<file path="src/logic/supervisor_pkg.sv">
// constants, timing counts and enumerations for the reset supervisor
package supervisor_pkg;
  // clock rate
  localparam int unsigned CLK_HZ        = 10_000_000;
  localparam int unsigned CLK_PERIOD_NS = 100;
  // counter width, enough for the long press count
  localparam int unsigned CNT_W = 27;
  // times as printed
  localparam int unsigned RECOVERY_HOLD_TIME_MS    = 210;
  localparam int unsigned MANUAL_PULSE_TIME_MS     = 210;
  localparam int unsigned LONG_PRESS_SETUP_TIME_MS = 6720;
  localparam int unsigned IMM_DELAY_NS             = 200;
  // derived cycle counts
  localparam logic [CNT_W-1:0] RECOVERY_HOLD_CYC =
    CNT_W'(RECOVERY_HOLD_TIME_MS * (CLK_HZ / 1000));
  localparam logic [CNT_W-1:0] MANUAL_PULSE_CYC =
    CNT_W'(MANUAL_PULSE_TIME_MS * (CLK_HZ / 1000));
  localparam logic [CNT_W-1:0] LONG_PRESS_SETUP_CYC =
    CNT_W'(LONG_PRESS_SETUP_TIME_MS * (CLK_HZ / 1000));
  localparam logic [1:0] IMM_FILTER_CYC = 2'(IMM_DELAY_NS / CLK_PERIOD_NS);
  // reset values
  localparam logic [CNT_W-1:0] CNT_RST = '0;
  localparam logic [1:0]       FLT_RST = 2'h0;
  // manual input arrangement
  typedef enum logic [1:0] {VAR_SINGLE, VAR_DUAL_LONG, VAR_LONG_IMM} variant_e;
  // reset sequencer states
  typedef enum logic [1:0] {S_IDLE, S_FAULT, S_TIMEOUT, S_PULSE} hold_e;
endpackage

</file>
<file path="src/logic/press_if.sv">
// long press request and fire strobe between sequencer and press timer
`timescale 1ns/100ps
interface press_if;
  logic cond;  // selected manual inputs all low
  logic fire;  // one-cycle strobe when the press has lasted long enough
  modport timer (input cond, output fire);
  modport ctrl  (output cond, input fire);
endinterface

</file>
<file path="src/logic/long_press_timer.sv">
// long press timer: fires once per press held for the setup time
`timescale 1ns/100ps
module long_press_timer
  import supervisor_pkg::*;
#(
  parameter logic [CNT_W-1:0] SETUP_CYC = LONG_PRESS_SETUP_CYC
) (
  // clock and reset
  input wire logic mclk_in,
  input wire logic arst_n_in,
  // press request and strobe
  press_if.timer   pif
);
  logic [CNT_W-1:0] cnt_q, cnt_d;      // cycles the press has lasted
  logic             armed_q, armed_d;  // may fire on this press
  logic             fire_q, fire_d;    // fire strobe register

  // next values of the timer
  always_comb begin
    fire_d = armed_q && pif.cond && (cnt_q == SETUP_CYC - CNT_W'(1));
    if (!pif.cond) begin
      cnt_d = CNT_RST;  // short closure forgotten R4
    end else if (cnt_q == SETUP_CYC - CNT_W'(1)) begin
      cnt_d = cnt_q;    // hold at the end
    end else begin
      cnt_d = cnt_q + CNT_W'(1);
    end
    if (!pif.cond) begin
      armed_d = 1'b1;   // released, next press may fire R11
    end else if (fire_d) begin
      armed_d = 1'b0;   // one pulse per press R11
    end else begin
      armed_d = armed_q;
    end
  end

  // timer registers
  always_ff @(posedge mclk_in or negedge arst_n_in) begin
    if (!arst_n_in) begin
      cnt_q   <= CNT_RST;
      armed_q <= 1'b0;
      fire_q  <= 1'b0;
    end else begin
      cnt_q   <= cnt_d;
      armed_q <= armed_d;
      fire_q  <= fire_d;
    end
  end

  assign pif.fire = fire_q;

  // fire only after a press of the full setup length
  property p_fire_cause;
    @(posedge mclk_in) disable iff (!arst_n_in)
      pif.fire |-> ($past(cnt_q) == SETUP_CYC - CNT_W'(1)) && $past(pif.cond);
  endproperty
  a_fire_cause: assert property (p_fire_cause) else $error("fire without full press");

  // no second fire while the same press lasts
  property p_no_refire;
    @(posedge mclk_in) disable iff (!arst_n_in)
      (!armed_q && pif.cond) |=> !pif.fire;
  endproperty
  a_no_refire: assert property (p_no_refire) else $error("second fire on one press");

  // a fire strobe occurs
  cover property (@(posedge mclk_in) disable iff (!arst_n_in) pif.fire);
endmodule

</file>
<file path="src/logic/supervisor_reset_timing.sv">
// reset sequencer: supply faults, recovery hold and manual reset inputs
// How it works
// any supply under threshold asserts reset
// hold reset recovery time after recovery
// long press completing while idle gives one timed reset pulse
// short presses produce no reset
// long press setup time measured from low
// dual variant needs both inputs low together
// immediate input variant resets without setup delay
// reset output is active low, drive selectable
// immediate input filters glitches, responds quickly
// manual pulse lasts its own PULSE_CYC timeout, set apart from the recovery hold
// one pulse per press until released
`timescale 1ns/100ps
module supervisor_reset_timing
  import supervisor_pkg::*;
#(
  parameter variant_e         VARIANT      = VAR_SINGLE,           // manual input arrangement
  parameter bit               HAS_ADJ      = 1'b0,                 // adjustable monitor fitted
  parameter bit               OPEN_DRAIN   = 1'b0,                 // output drive style
  parameter logic [CNT_W-1:0] RECOVERY_CYC = RECOVERY_HOLD_CYC,    // hold after recovery
  parameter logic [CNT_W-1:0] PULSE_CYC    = MANUAL_PULSE_CYC,     // manual pulse length
  parameter logic [CNT_W-1:0] SETUP_CYC    = LONG_PRESS_SETUP_CYC  // long press time
) (
  // clock and reset
  input  wire logic mclk_in,
  input  wire logic arst_n_in,
  // comparator results, high while under threshold
  input  wire logic vcc_under_in,
  input  wire logic adjustable_monitor_under_in,
  // manual push buttons, low while pressed
  input  wire logic long_press_input_a_n_in,
  input  wire logic second_press_input_n_in,
  // reset to the processor
  output wire logic rst_n_out,
  output wire logic rst_oe_out
);
  hold_e            state_q, state_d;  // sequencer state
  logic [CNT_W-1:0] cnt_q, cnt_d;      // timeout counter
  logic             rst_n_q, rst_n_d;  // registered reset level
  logic [1:0]       flt_q, flt_d;      // immediate input low-run counter
  logic             imm_act;           // immediate input accepted low
  logic             fault;             // any condition forcing reset
  press_if          pif ();            // long press link

  // long press condition per variant
  always_comb begin
    if (VARIANT == VAR_DUAL_LONG) begin
      pif.cond = !long_press_input_a_n_in && !second_press_input_n_in;
    end else begin
      pif.cond = !long_press_input_a_n_in;
    end
  end

  // long press timer
  long_press_timer #(
    .SETUP_CYC (SETUP_CYC)
  ) u_press (
    .mclk_in   (mclk_in),
    .arst_n_in (arst_n_in),
    .pif       (pif)
  );

  // immediate input glitch filter, next value
  always_comb begin
    if ((VARIANT == VAR_LONG_IMM) && !second_press_input_n_in) begin
      flt_d = (flt_q == IMM_FILTER_CYC) ? flt_q : flt_q + 2'h1;  // count low run R9
    end else begin
      flt_d = FLT_RST;  // high or not fitted
    end
    imm_act = (VARIANT == VAR_LONG_IMM) && !second_press_input_n_in
              && (flt_q >= IMM_FILTER_CYC - 2'h1);
  end

  // filter register
  always_ff @(posedge mclk_in or negedge arst_n_in) begin
    if (!arst_n_in) begin
      flt_q <= FLT_RST;
    end else begin
      flt_q <= flt_d;
    end
  end

  // sequencer next state
  always_comb begin
    fault   = vcc_under_in || (HAS_ADJ && adjustable_monitor_under_in) || imm_act;
    state_d = state_q;
    cnt_d   = cnt_q;
    unique case (state_q)
      S_IDLE: begin
        if (fault) begin
          state_d = S_FAULT;
        end else if (pif.fire) begin
          state_d = S_PULSE;  // one-shot manual pulse R3
          cnt_d   = CNT_RST;
        end
      end
      S_FAULT: begin
        if (!fault) begin
          state_d = S_TIMEOUT;  // all supplies back R2
          cnt_d   = CNT_RST;
        end
      end
      S_TIMEOUT: begin
        if (fault) begin
          state_d = S_FAULT;
        end else if (cnt_q == RECOVERY_CYC - CNT_W'(1)) begin
          state_d = S_IDLE;  // hold done R2
        end else begin
          cnt_d = cnt_q + CNT_W'(1);
        end
      end
      S_PULSE: begin
        if (fault) begin
          state_d = S_FAULT;
        end else if (cnt_q == PULSE_CYC - CNT_W'(1)) begin
          state_d = S_IDLE;  // pulse done R10
        end else begin
          cnt_d = cnt_q + CNT_W'(1);
        end
      end
    endcase
    rst_n_d = (state_d == S_IDLE);  // low means reset R8
  end

  // sequencer registers, power-up starts with a recovery hold
  always_ff @(posedge mclk_in or negedge arst_n_in) begin
    if (!arst_n_in) begin
      state_q <= S_TIMEOUT;
      cnt_q   <= CNT_RST;
      rst_n_q <= 1'b0;
    end else begin
      state_q <= state_d;
      cnt_q   <= cnt_d;
      rst_n_q <= rst_n_d;
    end
  end

  // output drive: open drain only enables while pulling low
  assign rst_n_out  = rst_n_q;
  assign rst_oe_out = OPEN_DRAIN ? !rst_n_q : 1'b1;

  // supply fault asserts reset next cycle
  property p_vcc_fault;
    @(posedge mclk_in) disable iff (!arst_n_in) vcc_under_in |=> !rst_n_out;
  endproperty
  a_vcc_fault: assert property (p_vcc_fault) else $error("reset missed on supply fault");

  // adjustable monitor fault asserts reset
  property p_adj_fault;
    @(posedge mclk_in) disable iff (!arst_n_in)
      (HAS_ADJ && adjustable_monitor_under_in) |=> !rst_n_out;
  endproperty
  a_adj_fault: assert property (p_adj_fault) else $error("reset missed on adj fault");

  // release after recovery only at the full hold count
  property p_hold_release;
    @(posedge mclk_in) disable iff (!arst_n_in)
      ($rose(rst_n_out) && ($past(state_q) == S_TIMEOUT))
        |-> ($past(cnt_q) == RECOVERY_CYC - CNT_W'(1));
  endproperty
  a_hold_release: assert property (p_hold_release) else $error("hold length wrong");

  // release never while a supply is still under threshold
  property p_release_clean;
    @(posedge mclk_in) disable iff (!arst_n_in)
      $rose(rst_n_out)
        |-> $past(!vcc_under_in) && $past(!(HAS_ADJ && adjustable_monitor_under_in));
  endproperty
  a_release_clean: assert property (p_release_clean) else $error("release during fault");

  // manual pulse length
  property p_pulse_len;
    @(posedge mclk_in) disable iff (!arst_n_in)
      ($rose(rst_n_out) && ($past(state_q) == S_PULSE))
        |-> ($past(cnt_q) == PULSE_CYC - CNT_W'(1));
  endproperty
  a_pulse_len: assert property (p_pulse_len) else $error("manual pulse length wrong");

  // fire while idle starts a pulse
  property p_fire_reset;
    @(posedge mclk_in) disable iff (!arst_n_in)
      (pif.fire && (state_q == S_IDLE)) |=> !rst_n_out ##1 !rst_n_out;
  endproperty
  a_fire_reset: assert property (p_fire_reset) else $error("long press gave no reset");

  // dual variant fires only with both inputs low
  property p_dual_both;
    @(posedge mclk_in) disable iff (!arst_n_in)
      (pif.fire && (VARIANT == VAR_DUAL_LONG))
        |-> $past(!long_press_input_a_n_in) && $past(!second_press_input_n_in);
  endproperty
  a_dual_both: assert property (p_dual_both) else $error("dual fire with one input");

  // immediate input held two cycles resets at once
  property p_imm_fast;
    @(posedge mclk_in) disable iff (!arst_n_in)
      ((VARIANT == VAR_LONG_IMM) && !second_press_input_n_in [*2]) |=> !rst_n_out;
  endproperty
  a_imm_fast: assert property (p_imm_fast) else $error("immediate input too slow");

  // single-cycle glitch on immediate input is rejected
  property p_imm_glitch;
    @(posedge mclk_in) disable iff (!arst_n_in)
      ((state_q == S_IDLE) && !vcc_under_in && !(HAS_ADJ && adjustable_monitor_under_in)
       && !pif.fire && !second_press_input_n_in && (flt_q == FLT_RST)) |=> rst_n_out;
  endproperty
  a_imm_glitch: assert property (p_imm_glitch) else $error("glitch caused reset");

  // open drain enable follows reset level
  property p_drive;
    @(posedge mclk_in) disable iff (!arst_n_in)
      rst_oe_out == (OPEN_DRAIN ? !rst_n_out : 1'b1);
  endproperty
  a_drive: assert property (p_drive) else $error("output enable wrong");

  // main scenarios
  cover property (@(posedge mclk_in) disable iff (!arst_n_in)
    (state_q == S_TIMEOUT) ##1 (state_q == S_IDLE));
  cover property (@(posedge mclk_in) disable iff (!arst_n_in)
    (state_q == S_PULSE) ##1 (state_q == S_IDLE));
  cover property (@(posedge mclk_in) disable iff (!arst_n_in)
    (state_q == S_IDLE) ##1 (state_q == S_FAULT));
endmodule

</file>
<file path="config.mk">
export PLATFORM = sky130hd
export DESIGN_NAME = supervisor_reset_timing
export DESIGN_NICKNAME = d
export VERILOG_FILES = /design/src/logic/supervisor_pkg.sv /design/src/logic/press_if.sv /design/src/logic/long_press_timer.sv /design/src/logic/supervisor_reset_timing.sv
export SDC_FILE = /design/constraint.sdc
export NUM_CORES = 1
export LEC_CHECK = 0
export BUFFER_PORTS_ARGS = -buffer_cell sky130_fd_sc_hd__buf_2
export CAP_MARGIN = 20
export CORE_MARGIN = 2
export CORE_UTILIZATION = 50
export DETAILED_ROUTE_END_ITERATION = 10
export PLACE_DENSITY = 0.73
export SYNTH_ARGS = -nofsm -noshare
export SYNTH_HDL_FRONTEND = slang
export SYNTH_HIERARCHICAL = 1
export SYNTH_SLANG_ARGS = --single-unit
</file>
<file path="constraint.sdc">
create_clock -name mclk_in -period 6 [get_ports mclk_in]
set_input_delay 0.9 -clock mclk_in [delete_from_list [all_inputs] [get_ports mclk_in]]
set_output_delay 0.9 -clock mclk_in [all_outputs]
set_load 0.005 [all_outputs]
</file>
==> flow_metrics.tcl <==
set metrics [dict create \
    vias 2889 \
    overflow 0 \
    synthFlopType "dfrtp_1" \
    startpoint "cnt_q[0]" \
    hold_start "cnt_q[9]" \
    path_cells "ha_1 > and4_1 > and4_1 > a21oi_2 > buf_4 > o21ai_0 > a31oi_1" \
    syn_nets 385 \
    viasPerCell 6.36 \
    synth.distinct_cells 56 \
    cts-resized-gates 0 \
    crit_slowest_cell "a21oi_2" \
    timing.rr.start "cnt_q[0]" \
    holdCritPathClass "reg -> reg" \
    power_mw 0.818 \
    ys_seq_area_share_pct 43.7 \
    regArea_sq_um 1480 \
    dp_hpwl_um 4870 \
    preCtsSetupSlack_ns 3.44 \
    routed_wl_um 7450 \
    fmax_ghz 0.387 \
    syn-instance-count 376 \
    finalSetupViolCount 0 \
    cts_buffer_depth 2 \
    final.setup.tns_ns 0 \
    grtUsageTotal_pct 22.2 \
    synth_enable_flop_cells 0 \
    num_io_pins 8 \
    gp_congestion 0.877 \
    worst_path_most_repeated_cell "and4_1" \
    p_leak_nw 1.44 \
    cts_setup_buffers 0 \
    cts_sinks 59 \
    ant_nets 0 \
    grt_max_degree 60 \
    final_layout_size_suffix_gt1_share_pct 7.96 \
    cp-end-kind "flip-flop" \
    relSlewSlack_pct 44.1 \
    fp.dieW_um 86.3 \
    setup_slack_ns 3.42 \
    clkLatencyLatePin_ns 0.34 \
    dp.cells 438 \
    diodes 0 \
    fp.coreArea_sq_um 6460 \
    nFillCells 593 \
    worst_pin_slew_ns 0.839 \
    crit_family "compound AO/OA/AOI/OAI gates" \
    cp-start-kind "flip-flop" \
    grt_pass1_vias 2869 \
    p_per_area_nw_per_um2 228 \
    hold_buffers 0 \
    core.rowCount 29 \
    critPathMaxStageDelay_ns 0.60 \
    rsz0062_at_grt "no" \
    initialDrtViolationCount 150 \
    die-area_sq_um 7440 \
    root_buffer "clkbuf_8" \
    syn_area_sq_um 3380 \
    drc 0 \
    io_buffers 4 \
    post-route-period-util_pct 43.1 \
    first_pass_iters 4 \
    synth.avg_cell_area_sq_um 9.00 \
    antenna_found_initial 0 \
    start_util_pct 52.4 \
    syn_to_final_growth_pct 6.18 \
    cp_num_buf_inv 1 \
    critPathKind "reg -> reg" \
    numCtsBuffers 9 \
    finalNonFillerCells 454 \
    cts_tree "yes" \
    worstPathRequired_ns 6.26 \
    report.final.slew_viol_count 0 \
    ir_worst_vdd_uv 128 \
    final_util_pct 55.6 \
    worstPathArrival_ns 2.84 \
    hold_viol_final 0 \
    nNetsFinal 381 \
    maxCapViolations 0 \
    async_reset_ff_share_pct 100 \
    status "finished, final reports clean" \
    synth-seq-cells 59 \
    finClkSkew_ns 0.0159 \
    grt_pass1_wl_um 13300 \
    critPathMaxFanout 17 \
    ctsHtreeMaxLevel 3 \
    clk_pin_slew_worst_paths_ns 0.08 \
    wl_per_cell_um 16.4 \
    multi_input_area_sq_um 1760 \
    dieHeight_um 86.3 \
    ys_warn_count 6 \
    period_minus_slack_ns 2.58 \
]
==> worst register-to-register path, stage by stage (launching register included) <==
cell,delay [ns]
dfrtp_1,0.43
ha_1,0.25
and4_1,0.31
and4_1,0.29
a21oi_2,0.60
buf_4,0.32
o21ai_0,0.12
a31oi_1,0.18
==> state kept, by name, summed over array words and instances (netlist names) <==
signal	flops
cnt_q	27
u_press/cnt_q	27
state_q	2
rst_n_out	1
u_press/armed_q	1
u_press/pif.fire	1
==> stage by stage <==
stage	instance area, sq um	hold slack (ns)
after floorplan	3380	0.456
after global placement	3410	0.481
after detailed placement	3410	0.483
after CTS	3590	0.499
after global routing	3590	0.529
final	3590	0.502
==> where the power goes <==
part           switching (mW)  internal (mW)  total (mW)
Combinational          0.0338         0.0155      0.0493
Sequential             0.0111          0.407       0.418
Clock                   0.160          0.191       0.351
Total                   0.205          0.613       0.818
==> per-layer routing <==
metal	share of wire (%)	global-route usage [%]
met2	49	35.3
met5	0	0
met3	3.5	5.43
met4	1.1	9.38
met1	46	29.1
==> layout make-up <==
cell class / count / area share (%)
Tap cell: 77 / 2.68
Multi-Input combinational cell: 286 / 49.0
Sequential cell: 59 / 41.1
Inverter: 10 / 1.04
Clock inverter: 5 / 1.50
Timing Repair Buffer: 6 / 0.975
Clock buffer: 11 / 3.66
==> path summary, 6_finish.rpt <==
path	to	slack [ns]	cells past startpoint
setup reg to reg	cnt_q[25]	3.42	7
hold / removal	cnt_q[9]	0.50	1
max in group asynchronous	u_press/cnt_q[25]	4.80	2
hold reg to reg	cnt_q[9]	0.50	1
setup / recovery	cnt_q[25]	3.42	7
min in group asynchronous	cnt_q[22]	0.71	2
==> cells in the mapped netlist, types with 8 or more instances <==
library cell / instances / area, sq um
or3_1: 8 / 50.1
and3_1: 8 / 50.1
a21oi_1: 34 / 170
inv_1: 8 / 30.0
o21ai_0: 19 / 95.1
nand2_1: 38 / 143
or4_1: 12 / 90.1
nand3_1: 21 / 105
clkbuf_1: 9 / 33.8
dfrtp_1: 58 / 1450
nand2b_1: 11 / 68.8
a31oi_1: 13 / 81.3
nor2_1: 15 / 56.3
o21ai_1: 9 / 45.0
mux2i_1: 8 / 80.1
nand4_1: 16 / 100
==> logic make-up after synthesis <==
| family | Yosys count | share of synthesized area, % |
|---|---|---|
| other cells | 1 | 0.111 |
| fa+ha+maj | 3 | 1.11 |
| flops | 59 | 43.7 |
| mux | 8 | 2.37 |
| compound gates | 104 | 18.5 |
| xor+xnor | 6 | 1.55 |
| simple gates | 164 | 28.3 |
| buf+inv | 31 | 4.40 |
==> cells in the final DEF (no fill, tap or decap), types with 3 or more instances in the layout <==
| cell type | n |
|---|---|
| buf_2 | 4 |
| nand4_1 | 16 |
| and2_1 | 3 |
| a31oi_1 | 13 |
| nand3_1 | 21 |
| o31ai_1 | 7 |
| mux2i_1 | 8 |
| ha_1 | 3 |
| o21ai_0 | 19 |
| a21oi_1 | 33 |
| inv_1 | 8 |
| or3_1 | 8 |
| nor4b_1 | 3 |
| clkinv_2 | 3 |
| nand2b_1 | 11 |
| nor3_1 | 6 |
| nor2_1 | 15 |
| o31a_1 | 3 |
| nand2_1 | 38 |
| o21ai_1 | 9 |
| clkbuf_8 | 9 |
| dfrtp_1 | 58 |
| a21o_1 | 4 |
| and3_1 | 8 |
| xor2_1 | 4 |
| nor4_1 | 6 |
| and4_1 | 7 |
| or4_1 | 12 |
Power figures use the tool's default switching activity.
